<file path="src/common/charger_regs_pkg.sv">
// constants for the input-limit and measurement register bank
package charger_regs_pkg;

	// bus geometry
	localparam int ADDR_WIDTH  = 8;
	localparam int DATA_WIDTH  = 32;
	localparam int STRB_WIDTH  = 4;
	localparam int BYTE_WIDTH  = 8;
	localparam int CODE_WIDTH  = 7;
	localparam int INDEX_WIDTH = 6;
	localparam int WORD_SHIFT  = 2;

	// register indexes, byte address is index times four
	localparam logic [INDEX_WIDTH-1:0] IDX_LIMIT   = 6'h0D;
	localparam logic [INDEX_WIDTH-1:0] IDX_BATTERY = 6'h0E;
	localparam logic [INDEX_WIDTH-1:0] IDX_SYSTEM  = 6'h0F;
	localparam logic [INDEX_WIDTH-1:0] IDX_THERM   = 6'h10;
	localparam logic [INDEX_WIDTH-1:0] IDX_STATUS  = 6'h20;
	localparam logic [INDEX_WIDTH-1:0] IDX_MASK    = 6'h21;
	localparam logic [WORD_SHIFT-1:0]  WORD_ALIGN  = 2'h0;

	// field positions
	localparam int METHOD_BIT = 7;
	localparam int FLAG_BIT   = 7;
	localparam int STRB_LANE  = 0;

	// reset and clamp values
	localparam logic                  METHOD_RESET     = 1'h0;
	localparam logic [CODE_WIDTH-1:0] LIMIT_RESET_CODE = 7'h12;
	localparam logic [CODE_WIDTH-1:0] LIMIT_FLOOR_CODE = 7'h0D;
	localparam logic [CODE_WIDTH-1:0] CODE_RESET       = 7'h00;
	localparam logic [DATA_WIDTH-1:0] DATA_ZERO        = 32'h0000_0000;

	// code scaling, for reference by software and bench
	localparam int LIMIT_OFFSET_MV   = 2600;
	localparam int LIMIT_STEP_MV     = 100;
	localparam int RAIL_OFFSET_MV    = 2304;
	localparam int RAIL_STEP_MV      = 20;
	localparam int THERM_OFFSET_MPCT = 21000;
	localparam int THERM_STEP_MPCT   = 465;

	// interrupt events
	localparam int EVENT_COUNT     = 4;
	localparam int EV_THERM_ENTER  = 0;
	localparam int EV_THERM_EXIT   = 1;
	localparam int EV_ADC_UPDATE   = 2;
	localparam int EV_LIMIT_UPDATE = 3;
	localparam logic [EVENT_COUNT-1:0] EVENTS_CLEAR = 4'h0;

endpackage

</file>
<file path="src/level_sync.sv">
// two-stage synchroniser with edge detection for pin levels
`timescale 1ns/1ps
module level_sync #(
	parameter int WIDTH = 1
) (
	input  wire logic             clk,
	input  wire logic             arst_n,
	input  wire logic [WIDTH-1:0] asyncIn,
	output logic      [WIDTH-1:0] syncOut,
	output logic      [WIDTH-1:0] rose,
	output logic      [WIDTH-1:0] fell
);
	logic [WIDTH-1:0] meta_q;
	logic [WIDTH-1:0] stable_q;
	logic [WIDTH-1:0] last_q;

	// first stage feeds only the second
	always_ff @(posedge clk or negedge arst_n) begin
		if (!arst_n) begin
			meta_q   <= '0;
			stable_q <= '0;
			last_q   <= '0;
		end else begin
			meta_q   <= asyncIn;
			stable_q <= meta_q;
			last_q   <= stable_q;
		end
	end

	assign syncOut = stable_q;
	assign rose    = stable_q & ~last_q;
	assign fell    = ~stable_q & last_q;
endmodule

</file>
<file path="src/charger_vin_limit_and_adc_regs.sv">
// input voltage limit control and measurement readout registers on apb
`timescale 1ns/1ps

// How it works
// - bit 7 of limit register picks relative (0, reset) or absolute (1) method.
// - limit code is 2.6 V plus 100 mV per count, reset code 0010010.
// - applied limit codes below 0001101 are raised to 0001101.
// - relative mode: host writes limit field only with bit 7 set; internal control loads it.
// - absolute mode: host reads and writes limit field, device applies it.
// - battery register bit 7 shows thermal regulation, read only.
// - battery register low bits hold battery voltage code, reset zero.
// - system register low bits hold system voltage code, reset zero.
// - thermistor register low bits hold thermistor ratio code, reset zero.
// - bit 7 of system and thermistor registers always reads zero.
module charger_vin_limit_and_adc_regs
	import charger_regs_pkg::*;
(
	input  wire logic                  clk,
	input  wire logic                  arst_n,
	input  wire logic                  psel,
	input  wire logic                  penable,
	input  wire logic                  pwrite,
	input  wire logic [ADDR_WIDTH-1:0] paddr,
	input  wire logic [DATA_WIDTH-1:0] pwdata,
	input  wire logic [STRB_WIDTH-1:0] pstrb,
	output logic      [DATA_WIDTH-1:0] prdata,
	output logic                       pready,
	output logic                       pslverr,
	input  wire logic                  thermalRegulationPin,
	input  wire logic                  adcSampleValid,
	input  wire logic [CODE_WIDTH-1:0] batteryVoltageIn,
	input  wire logic [CODE_WIDTH-1:0] systemVoltageIn,
	input  wire logic [CODE_WIDTH-1:0] thermistorRatioIn,
	input  wire logic                  relativeLimitValid,
	input  wire logic [CODE_WIDTH-1:0] relativeLimitIn,
	output logic      [CODE_WIDTH-1:0] appliedLimitCode,
	output logic                       limitMethodAbsolute,
	output logic                       interruptReq
);

	// address decode helper, used for every register
	function automatic logic hitReg(
		input logic [ADDR_WIDTH-1:0]  addr,
		input logic [INDEX_WIDTH-1:0] idx
	);
		hitReg = (addr[ADDR_WIDTH-1:WORD_SHIFT] == idx)
			&& (addr[WORD_SHIFT-1:0] == WORD_ALIGN);
	endfunction

	// floor clamp on the applied limit code
	function automatic logic [CODE_WIDTH-1:0] clampLimit(
		input logic [CODE_WIDTH-1:0] code
	);
		clampLimit = (code < LIMIT_FLOOR_CODE) ? LIMIT_FLOOR_CODE : code;
	endfunction

	// register state
	logic                   vinLimitMethodSelect_q;
	logic                   vinLimitMethodSelect_d;
	logic [CODE_WIDTH-1:0]  inputVoltageLimit_q;
	logic [CODE_WIDTH-1:0]  inputVoltageLimit_d;
	logic [CODE_WIDTH-1:0]  batteryVoltageCode_q;
	logic [CODE_WIDTH-1:0]  systemVoltageCode_q;
	logic [CODE_WIDTH-1:0]  thermistorRatioCode_q;
	logic [EVENT_COUNT-1:0] eventStatus_q;
	logic [EVENT_COUNT-1:0] eventStatus_d;
	logic [EVENT_COUNT-1:0] eventMask_q;
	logic [EVENT_COUNT-1:0] eventMask_d;

	// bus response registers
	logic                  pready_q;
	logic                  pslverr_q;
	logic [DATA_WIDTH-1:0] prdata_q;
	logic [DATA_WIDTH-1:0] prdata_d;

	// output registers
	logic [CODE_WIDTH-1:0] appliedLimit_q;
	logic [CODE_WIDTH-1:0] appliedLimit_d;
	logic                  methodOut_q;
	logic                  interrupt_q;
	logic                  interrupt_d;

	// synchronised thermal pin
	logic thermalRegulationFlag;
	logic thermalRose;
	logic thermalFell;

	level_sync #(
		.WIDTH (1)
	) thermalSync (
		.clk     (clk),
		.arst_n  (arst_n),
		.asyncIn (thermalRegulationPin),
		.syncOut (thermalRegulationFlag),
		.rose    (thermalRose),
		.fell    (thermalFell)
	);

	// transfer phases
	wire setupPhase  = psel && !penable;
	wire accessEnd   = psel && penable && pready_q;
	wire writeCommit = accessEnd && pwrite && pstrb[STRB_LANE];

	// register hits
	wire hitLimit   = hitReg(paddr, IDX_LIMIT);
	wire hitBattery = hitReg(paddr, IDX_BATTERY);
	wire hitSystem  = hitReg(paddr, IDX_SYSTEM);
	wire hitTherm   = hitReg(paddr, IDX_THERM);
	wire hitStatus  = hitReg(paddr, IDX_STATUS);
	wire hitMask    = hitReg(paddr, IDX_MASK);
	wire hitAny     = hitLimit || hitBattery || hitSystem
		|| hitTherm || hitStatus || hitMask;

	// write data fields
	wire                  wrMethod = pwdata[METHOD_BIT];
	wire [CODE_WIDTH-1:0] wrCode   = pwdata[CODE_WIDTH-1:0];
	wire [EVENT_COUNT-1:0] wrBits  = pwdata[EVENT_COUNT-1:0];

	// host write strobes per register
	wire limitWrite  = writeCommit && hitLimit;
	wire statusWrite = writeCommit && hitStatus;
	wire maskWrite   = writeCommit && hitMask;

	// limit field is host writable only when the write selects absolute mode
	wire hostCodeWrite = limitWrite && wrMethod;

	// internal control only owns the field in relative mode
	wire internalCodeLoad = relativeLimitValid && !vinLimitMethodSelect_q;

	// method select bit
	assign vinLimitMethodSelect_d = limitWrite ? wrMethod
		: vinLimitMethodSelect_q;

	// host write that sets the method bit beats a same-cycle internal load;
	// a host write with bit 7 clear does not touch the field at all
	assign inputVoltageLimit_d = hostCodeWrite ? wrCode
		: internalCodeLoad ? relativeLimitIn
		: inputVoltageLimit_q;

	// stored code is kept as written; the clamp acts on the applied value
	assign appliedLimit_d = clampLimit(inputVoltageLimit_d);

	// events raised by this block
	logic [EVENT_COUNT-1:0] eventSet;
	logic limitChanged;

	assign limitChanged = inputVoltageLimit_d != inputVoltageLimit_q;

	always_comb begin
		eventSet                  = EVENTS_CLEAR;
		eventSet[EV_THERM_ENTER]  = thermalRose;
		eventSet[EV_THERM_EXIT]   = thermalFell;
		eventSet[EV_ADC_UPDATE]   = adcSampleValid;
		eventSet[EV_LIMIT_UPDATE] = internalCodeLoad && limitChanged;
	end

	// write one to clear, a set in the same cycle wins
	wire [EVENT_COUNT-1:0] statusClear = statusWrite ? wrBits : EVENTS_CLEAR;

	assign eventStatus_d = (eventStatus_q & ~statusClear) | eventSet;
	assign eventMask_d   = maskWrite ? wrBits : eventMask_q;
	assign interrupt_d   = |(eventStatus_d & eventMask_d);

	// read data words
	wire [DATA_WIDTH-1:0] limitWord = {
		{(DATA_WIDTH-BYTE_WIDTH){1'b0}},
		vinLimitMethodSelect_q,
		inputVoltageLimit_q
	};

	wire [DATA_WIDTH-1:0] batteryWord = {
		{(DATA_WIDTH-BYTE_WIDTH){1'b0}},
		thermalRegulationFlag,
		batteryVoltageCode_q
	};

	wire [DATA_WIDTH-1:0] systemWord = {
		{(DATA_WIDTH-BYTE_WIDTH){1'b0}},
		1'b0,
		systemVoltageCode_q
	};

	wire [DATA_WIDTH-1:0] thermWord = {
		{(DATA_WIDTH-BYTE_WIDTH){1'b0}},
		1'b0,
		thermistorRatioCode_q
	};

	wire [DATA_WIDTH-1:0] statusWord = {
		{(DATA_WIDTH-EVENT_COUNT){1'b0}},
		eventStatus_q
	};

	wire [DATA_WIDTH-1:0] maskWord = {
		{(DATA_WIDTH-EVENT_COUNT){1'b0}},
		eventMask_q
	};

	// read selection, unmapped reads as zero
	wire [DATA_WIDTH-1:0] readWord =
		hitLimit   ? limitWord :
		hitBattery ? batteryWord :
		hitSystem  ? systemWord :
		hitTherm   ? thermWord :
		hitStatus  ? statusWord :
		hitMask    ? maskWord :
		DATA_ZERO;

	// read data captured in setup, so access lasts exactly one cycle
	assign prdata_d = (setupPhase && !pwrite) ? readWord : DATA_ZERO;

	// apb response: no wait states, all outputs registered
	always_ff @(posedge clk or negedge arst_n) begin
		if (!arst_n) begin
			pready_q  <= 1'b0;
			pslverr_q <= 1'b0;
			prdata_q  <= DATA_ZERO;
		end else if (setupPhase) begin
			pready_q  <= 1'b1;
			pslverr_q <= !hitAny;
			prdata_q  <= prdata_d;
		end else if (accessEnd) begin
			pready_q  <= 1'b0;
			pslverr_q <= 1'b0;
			prdata_q  <= DATA_ZERO;
		end
	end

	// limit register, reset to relative method and default code
	always_ff @(posedge clk or negedge arst_n) begin
		if (!arst_n) begin
			vinLimitMethodSelect_q <= METHOD_RESET;
			inputVoltageLimit_q    <= LIMIT_RESET_CODE;
		end else begin
			vinLimitMethodSelect_q <= vinLimitMethodSelect_d;
			inputVoltageLimit_q    <= inputVoltageLimit_d;
		end
	end

	// measurement codes, loaded together so a read sees one sample
	always_ff @(posedge clk or negedge arst_n) begin
		if (!arst_n) begin
			batteryVoltageCode_q  <= CODE_RESET;
			systemVoltageCode_q   <= CODE_RESET;
			thermistorRatioCode_q <= CODE_RESET;
		end else if (adcSampleValid) begin
			batteryVoltageCode_q  <= batteryVoltageIn;
			systemVoltageCode_q   <= systemVoltageIn;
			thermistorRatioCode_q <= thermistorRatioIn;
		end
	end

	// interrupt status and mask
	always_ff @(posedge clk or negedge arst_n) begin
		if (!arst_n) begin
			eventStatus_q <= EVENTS_CLEAR;
			eventMask_q   <= EVENTS_CLEAR;
		end else begin
			eventStatus_q <= eventStatus_d;
			eventMask_q   <= eventMask_d;
		end
	end

	// outputs straight from flops
	always_ff @(posedge clk or negedge arst_n) begin
		if (!arst_n) begin
			appliedLimit_q <= LIMIT_RESET_CODE;
			methodOut_q    <= METHOD_RESET;
			interrupt_q    <= 1'b0;
		end else begin
			appliedLimit_q <= appliedLimit_d;
			methodOut_q    <= vinLimitMethodSelect_d;
			interrupt_q    <= interrupt_d;
		end
	end

	assign prdata              = prdata_q;
	assign pready              = pready_q;
	assign pslverr             = pslverr_q;
	assign appliedLimitCode    = appliedLimit_q;
	assign limitMethodAbsolute = methodOut_q;
	assign interruptReq        = interrupt_q;

endmodule

</file>
<file path="config.mk">
export PLATFORM = sky130hd
export DESIGN_NAME = charger_vin_limit_and_adc_regs
export DESIGN_NICKNAME = d
export VERILOG_FILES = /design/src/common/charger_regs_pkg.sv /design/src/level_sync.sv /design/src/charger_vin_limit_and_adc_regs.sv
export SDC_FILE = /design/constraint.sdc
export NUM_CORES = 1
export LEC_CHECK = 0
export ABC_AREA = 1
export BUFFER_PORTS_ARGS = -buffer_cell sky130_fd_sc_hd__clkbuf_2
export CAP_MARGIN = 25
export CORE_AREA = 3 3 88 90
export CTS_BUF_LIST = sky130_fd_sc_hd__clkbuf_4
export DETAILED_ROUTE_END_ITERATION = 8
export DIE_AREA = 0 0 91 93
export HOLD_SLACK_MARGIN = 0.15
export MAX_ROUTING_LAYER = met4
export PLACE_DENSITY_LB_ADDON = 0.08
export REMOVE_ABC_BUFFERS = 1
export SYNTH_ARGS = -nofsm -noshare
export SYNTH_HDL_FRONTEND = slang
export SYNTH_SLANG_ARGS = --single-unit
export TNS_END_PERCENT = 30
</file>
<file path="constraint.sdc">
create_clock -name clk -period 1.6 [get_ports clk]
set_clock_uncertainty 0.2 [all_clocks]
set_input_delay 0.24 -clock clk [delete_from_list [all_inputs] [get_ports clk]]
set_output_delay 0.24 -clock clk [all_outputs]
set_load 0.01 [all_outputs]
</file>
==> impl_metrics.ini, run 1 <==
[global_route]
gr-usage-all-layers = 0.224
grt_antenna_before_repair = 0
overflow = 0
grt_pass1_wl_um = 14500
grt_busiest_layer = met2
use_met2 = 0.382
grt_start_max_net_pins = 59
use_met1 = 0.273
first_global_vias = 3160
use_met3 = 0.0338

[floorplanning]
pin_count = 123
fp-row-count = 31
die_h_um = 93
dieWidth_um = 91
start_util = 0.435
core_area_sq_um = 7140
dieArea_sq_um = 8460

[pwr]
cellLeakagePower_nw = 2.58
power_density_nw_per_um2 = 666
total_power_w = 0.00321
peakVddDrop_mv = 0.423

[synth]
synth_ff_type = dfrtp_1
synth_area_leaders = dfrtp_1, nand2_1, inv_1
yosysUniqueCellTypes = 33
ys_async_sr_fraction = 1.00
ys_seq_elements = 58
synth_warnings = 0
yosysSeqAreaShare = 0.469
synth_top_area_share = 0.435
synthesis.area_sq_um = 3100
synth_largest_area_cell = dfrtp_1
postSynthAreaPerCell_sq_um = 7.66
synth_enable_flop_cells = 0
synthCells = 405

[clocking]
htreeDepth = 3
cts-root-buf = clkbuf_4
clock_sink_count = 58
clk_path_buf_depth = 2
clk_pin_slew_worst_paths_ns = 0.10
clkLatencyLatePin_ns = 0.40
numCtsBuffers = 9
tritoncts = yes

[layout]
syn_to_final_growth_pct = 55.1
utilization = 0.674
nets = 688
layout_commonest_cell = nand2_1
drive_gt1_frac = 0.339
layout_common_cells = nand2_1, clkbuf_2, buf_4
n_antenna_cell = 0

[detailed_routing]
num_vias = 3335
ant_nets = 0
drt_iter0_drc = 145
routedWlPerCell_um = 13.0
totalWireLength_um = 9230
drc = 0
first_pass_iters = 5
avgViaCountPerCell = 4.68

[worst_setup_path]
path_class = register to register
crit_path_end_kind = register
cp_data_arrival_time_ns = 2.13
crit_path_cell_trace = nand3_2 -> nor2_4 -> buf_6 -> nand3_4 -> o21ai_2 -> o211ai_1 -> buf_4 -> a21oi_1
critPathRequiredTime_ns = 1.71
start_kind = register
cp_slowest_cell = dfrtp_1
slowest_delay_ns = 0.39
worstPathMaxFanout = 8

[sta]
fin_crit_ns = 2.02
rsz0062_at_grt = true
fmax_mhz = 495
setup_slack_ns = -0.419
holdWs_ns = 0.120
slew_violations = 0
finalCritPeriodShare = 1.26
setup_violations = 32
hold_violations = 0

[status]
status = complete, but fails checks
violations = setup timing

[place]
place.gp.congestion = 0.898
dpl.hpwl_um = 6380
io_buffers = 71

[hold_path]
min_path_type = primary input to register

[flow_run]
drv_cap = 0
[report_power, final]
part	switching (W)	total, W	internal [W]	leakage (nW)
logic	0.000366	0.000727	0.000361	1.83
registers	0.0000393	0.00160	0.00156	0.681
clock network	0.000541	0.000876	0.000335	0.0631
total	0.000946	0.00321	0.00226	2.58
[metal layers]
layer	part of all wire	wire, um
met5	0	0
met1	0.43	3970
met3	0.057	526
met4	0.019	178
met2	0.49	4550
[sequential cells by signal (all words and copies together) (netlist names)]
register,count
systemVoltageCode_q,7
eventMask_q,4
thermalSync.last_q,1
inputVoltageLimit_q,7
eventStatus_q,4
pslverr,1
thermistorRatioCode_q,7
pready,1
limitMethodAbsolute,1
interruptReq,1
thermalSync.meta_q,1
prdata,8
batteryVoltageCode_q,7
appliedLimitCode,7
thermalSync.syncOut,1
[through the flow]
stage | setup TNS (ns) | worst slack (ns) | instances | area (sq um)
2_1_floorplan | -2.50 | -0.439 | 394 | 2950
3_3_place_gp | -6.22 | -0.457 | 636 | 4000
3_5_place_dp | -6.94 | -0.548 | 636 | 4000
4_1_cts | -3.58 | -0.312 | 708 | 4700
5_1_grt | -6.37 | -0.527 | 712 | 4810
6_report | -3.71 | -0.419 | 712 | 4810
[cell families (layout without fill, tap and decap cells)]
| kind of cell | count (synthesis) | in the layout | share of synthesized area |
|---|---|---|---|
| AO/OA/AOI/OAI | 59 | 59 | 0.105 |
| buffers and inverters | 93 | 276 | 0.147 |
| AND/OR/NAND/NOR | 194 | 196 | 0.277 |
| flip-flops | 58 | 58 | 0.469 |
| other | 1 | 24 | 0.00121 |
[cells in the mapped netlist (all sizes together), types with 2 or more instances]
library cell  number
o221ai             3
nand2            135
clkbuf             5
o211ai             2
nand4             12
inv               58
nor2              16
dfrtp             54
buf               29
dfstp              4
nand3             23
nor3               7
a21oi             12
o21ai             38
[timing repair]
action | CTS | global route
hold endpoints to repair | 104 | 12
gates cloned | 1 | 1
setup endpoints to repair | 19 | 53
pin swaps | 7 | 17
gates resized for setup | 15 | 30
hold buffers | 53 | 1
setup buffers | 2 | 3
[worst max-delay path, delay by kind of cell (launching register included)]
kind                   cells  cell delay (ns)
AOI/OAI and AO/OA          3             0.61
buffers and inverters      2             0.29
DFF                        1             0.39
and+or+nand+nor            3             0.43
[final timing paths]
| path | end | cells past startpoint | start | slack [ns] |
|---|---|---|---|---|
| min in group asynchronous | eventStatus_q[3] | 3 | arst_n | 0.16 |
| setup reg to reg | appliedLimitCode[1] | 8 | pready | -0.42 |
| setup / recovery | appliedLimitCode[1] | 8 | pready | -0.42 |
| hold reg to reg | thermalSync.syncOut | 0 | thermalSync.meta_q | 0.15 |
| max in group asynchronous | inputVoltageLimit_q[4] | 3 | arst_n | 0.70 |
| hold / removal | inputVoltageLimit_q[3] | 6 | relativeLimitIn[3] | 0.12 |
[layout make-up]
cell class | instances | area [sq um]
Clock inverter | 5 | 21.3
Clock buffer | 11 | 82.6
Timing Repair Buffer | 201 | 1520
Inverter | 59 | 221
Tap cell | 99 | 124
Fill cell | 635 | 2320
Sequential cell | 58 | 1460
Multi-Input combinational cell | 279 | 1390
No activity file was read; power rests on OpenSTA's default activity.
==> run 2: changes to the inputs <==
--- a/config.mk
+++ b/config.mk
@@ -12,9 +12,10 @@
 export CTS_BUF_LIST = sky130_fd_sc_hd__clkbuf_4
 export DETAILED_ROUTE_END_ITERATION = 8
 export DIE_AREA = 0 0 91 93
+export GPL_TIMING_DRIVEN = 0
 export HOLD_SLACK_MARGIN = 0.15
 export MAX_ROUTING_LAYER = met4
-export PLACE_DENSITY_LB_ADDON = 0.08
+export PLACE_DENSITY = 0.76
 export REMOVE_ABC_BUFFERS = 1
 export SYNTH_ARGS = -nofsm -noshare
 export SYNTH_HDL_FRONTEND = slang
==> run 2 against run 1 <==
Effect of this change: the run ends with hold timing, setup timing left; count of clock-buffer cells in the layout fell by 2; maximum frequency fell by 1.0%; global-route usage fell by 1.2 points; power rose by 13%; critical path depth rose by 8; critical path type unchanged; largest power group unchanged.
==> impl_metrics.ini, run 2 (synthesized netlist as in run 1, its figures left out) <==
[status]
status = complete, but fails checks
violations = hold timing, setup timing

[global_route]
grt_antenna_before_repair = 0
overflow = 0
first_global_vias = 2944
grt_start_max_net_pins = 59
gr-usage-all-layers = 0.212
grt_pass1_wl_um = 13800

[worst_setup_path]
path_class = register to register
start_kind = register
worstPathMaxFanout = 13
cp_slowest_cell = dfrtp_1
crit_top_cell = nand2_1
critPathRequiredTime_ns = 1.71
slowest_delay_ns = 0.44
crit_path_cell_trace = inv_2 -> nand2_4 -> inv_2 -> nand2_1 -> o21ai_1 -> nand2_4 -> nand2_2 -> nand2_2 -> nand2_1 -> nand2_1 -> nor2_1 -> nand2_1 -> nand2_1 -> nand2_2 -> nand2_1 -> nand2_1
crit_path_end_kind = register
cp_data_arrival_time_ns = 2.15
r2r_cells = 16

[place]
io_buffers = 71
post_dp_cell_area_sq_um = 3440
place.gp.congestion = 0.889
dpl.hpwl_um = 5680

[layout]
fin_area_sq_um = 4270
drive_gt1_frac = 0.294
layout_commonest_cell = nand2_1
utilization = 0.598
n_antenna_cell = 0
layout_common_cells = nand2_1, clkbuf_2, dfrtp_1
syn_to_final_growth_pct = 37.6
nets = 609
largest_reg_flops = 8
nFillCells = 689

[clocking]
clk_pin_slew_worst_paths_ns = 0.12
numCtsBuffers = 9
holdBufCountCts = 32
cts-root-buf = clkbuf_4
tritoncts = yes
clock_sink_count = 58
clkLatencyLatePin_ns = 0.43
clk_path_buf_depth = 2
htreeDepth = 3

[floorplanning]
dieWidth_um = 91
fp-row-count = 31
dieArea_sq_um = 8460
start_util = 0.435
core_area_sq_um = 7140
pin_count = 123
die_h_um = 93

[detailed_routing]
drc = 0
num_vias = 3152
avgViaCountPerCell = 4.98
ant_nets = 0
drt_iter0_drc = 173
totalWireLength_um = 8600
routedWlPerCell_um = 13.6
first_pass_iters = 5

[pwr]
p_comb_frac = 0.157
switching_share = 0.281
p_clk_frac = 0.398
p_sw_w = 0.00102
seqPwrFrac = 0.445
power_density_nw_per_um2 = 850
internal_power_w = 0.00261
peakVddDrop_mv = 0.407
cellLeakagePower_nw = 2.27

[sta]
setup_tns_ns = -2.91
tightest_slew_ns = 0.782
rsz0062_at_grt = true
hold_violations = 2
holdWs_ns = -0.0141
finalCritPeriodShare = 1.28
max_slew_margin = 0.479
setup_violations = 13
fmax_mhz = 490
fin_crit_ns = 2.04
setup_slack_ns = -0.440
slew_violations = 0

[hold_path]
worstHoldPathCells = 4
min_path_type = primary input to register

[flow_run]
drv_cap = 0
run 2: changes by cell type in the layout (fill, tap and decap cells not counted), sizes merged, moves of 2 or more:
cell and delta:
dlygate4sd3 -21, bufinv +3, clkinv -3, buf -58
clkinvlp +3, clkbuf -2
run 2: path summary, 6_finish.rpt:
| check | startpoint | to | slack (ns) |
|---|---|---|---|
| setup / recovery | limitMethodAbsolute | interruptReq | -0.44 |
| hold / removal | penable | pslverr | -0.01 |
| setup reg to reg | limitMethodAbsolute | interruptReq | -0.44 |
| hold reg to reg | thermalSync.meta_q | thermalSync.syncOut | 0.18 |
| max in group asynchronous | arst_n | thermistorRatioCode_q[2] | 0.43 |
| min in group asynchronous | arst_n | appliedLimitCode[3] | 0.22 |
run 2: power by group through the flow:
stage,logic [W],registers (W),clock network (W)
floorplan,0.000223,0.00164,0
global placement,0.000413,0.00164,0
CTS,0.000517,0.00161,0.00145
finish,0.000571,0.00161,0.00144
global route,0.000641,0.00163,0.00153
detailed placement,0.000426,0.00164,0
run 2: area by class of cell:
type	instances	area, sq um	share of cell area
tap	99	124	0.0290
timing repair buffer	122	868	0.203
clock buffer	9	67.6	0.0158
timing repair inverter	1	7.51	0.00176
clock inverter	7	125	0.0293
sequential	58	1460	0.341
inverter	59	229	0.0536
multi-input combinational	278	1390	0.326
run 2: per-stage QoR:
step | total power [W] | cells | worst slack [ns]
2_1_floorplan | 0.00186 | 394 | -0.439
3_3_place_gp | 0.00205 | 564 | -0.805
3_5_place_dp | 0.00207 | 564 | -0.836
4_1_cts | 0.00358 | 626 | -0.397
5_1_grt | 0.00380 | 633 | -0.603
6_report | 0.00363 | 633 | -0.440
run 2: routing by layer:
metal | wire [um] | vias to the layer above | track usage | share of wire
met5 | 0 | - | - | 0
met4 | 182 | 0 | 0.0892 | 0.021
met3 | 853 | 31 | 0.0587 | 0.099
met2 | 4050 | 175 | 0.318 | 0.47
met1 | 3510 | 1455 | 0.271 | 0.41
li1 | - | 1491 | - | -
run 2: worst max-delay path: cells and delay by family (launching register included):
kind | cells | cell delay [ns]
AND/OR/NAND/NOR | 13 | 0.93
flip-flops | 1 | 0.44
buffers and inverters | 2 | 0.21
AO/OA/AOI/OAI | 1 | 0.14
run 2: repair_timing:
item                       CTS  global route
setup buffers               13             6
setup endpoints to repair   24            34
resized for setup           13            43
pin swaps                    9            15
hold endpoints to repair   108            16
cloned                       1             1
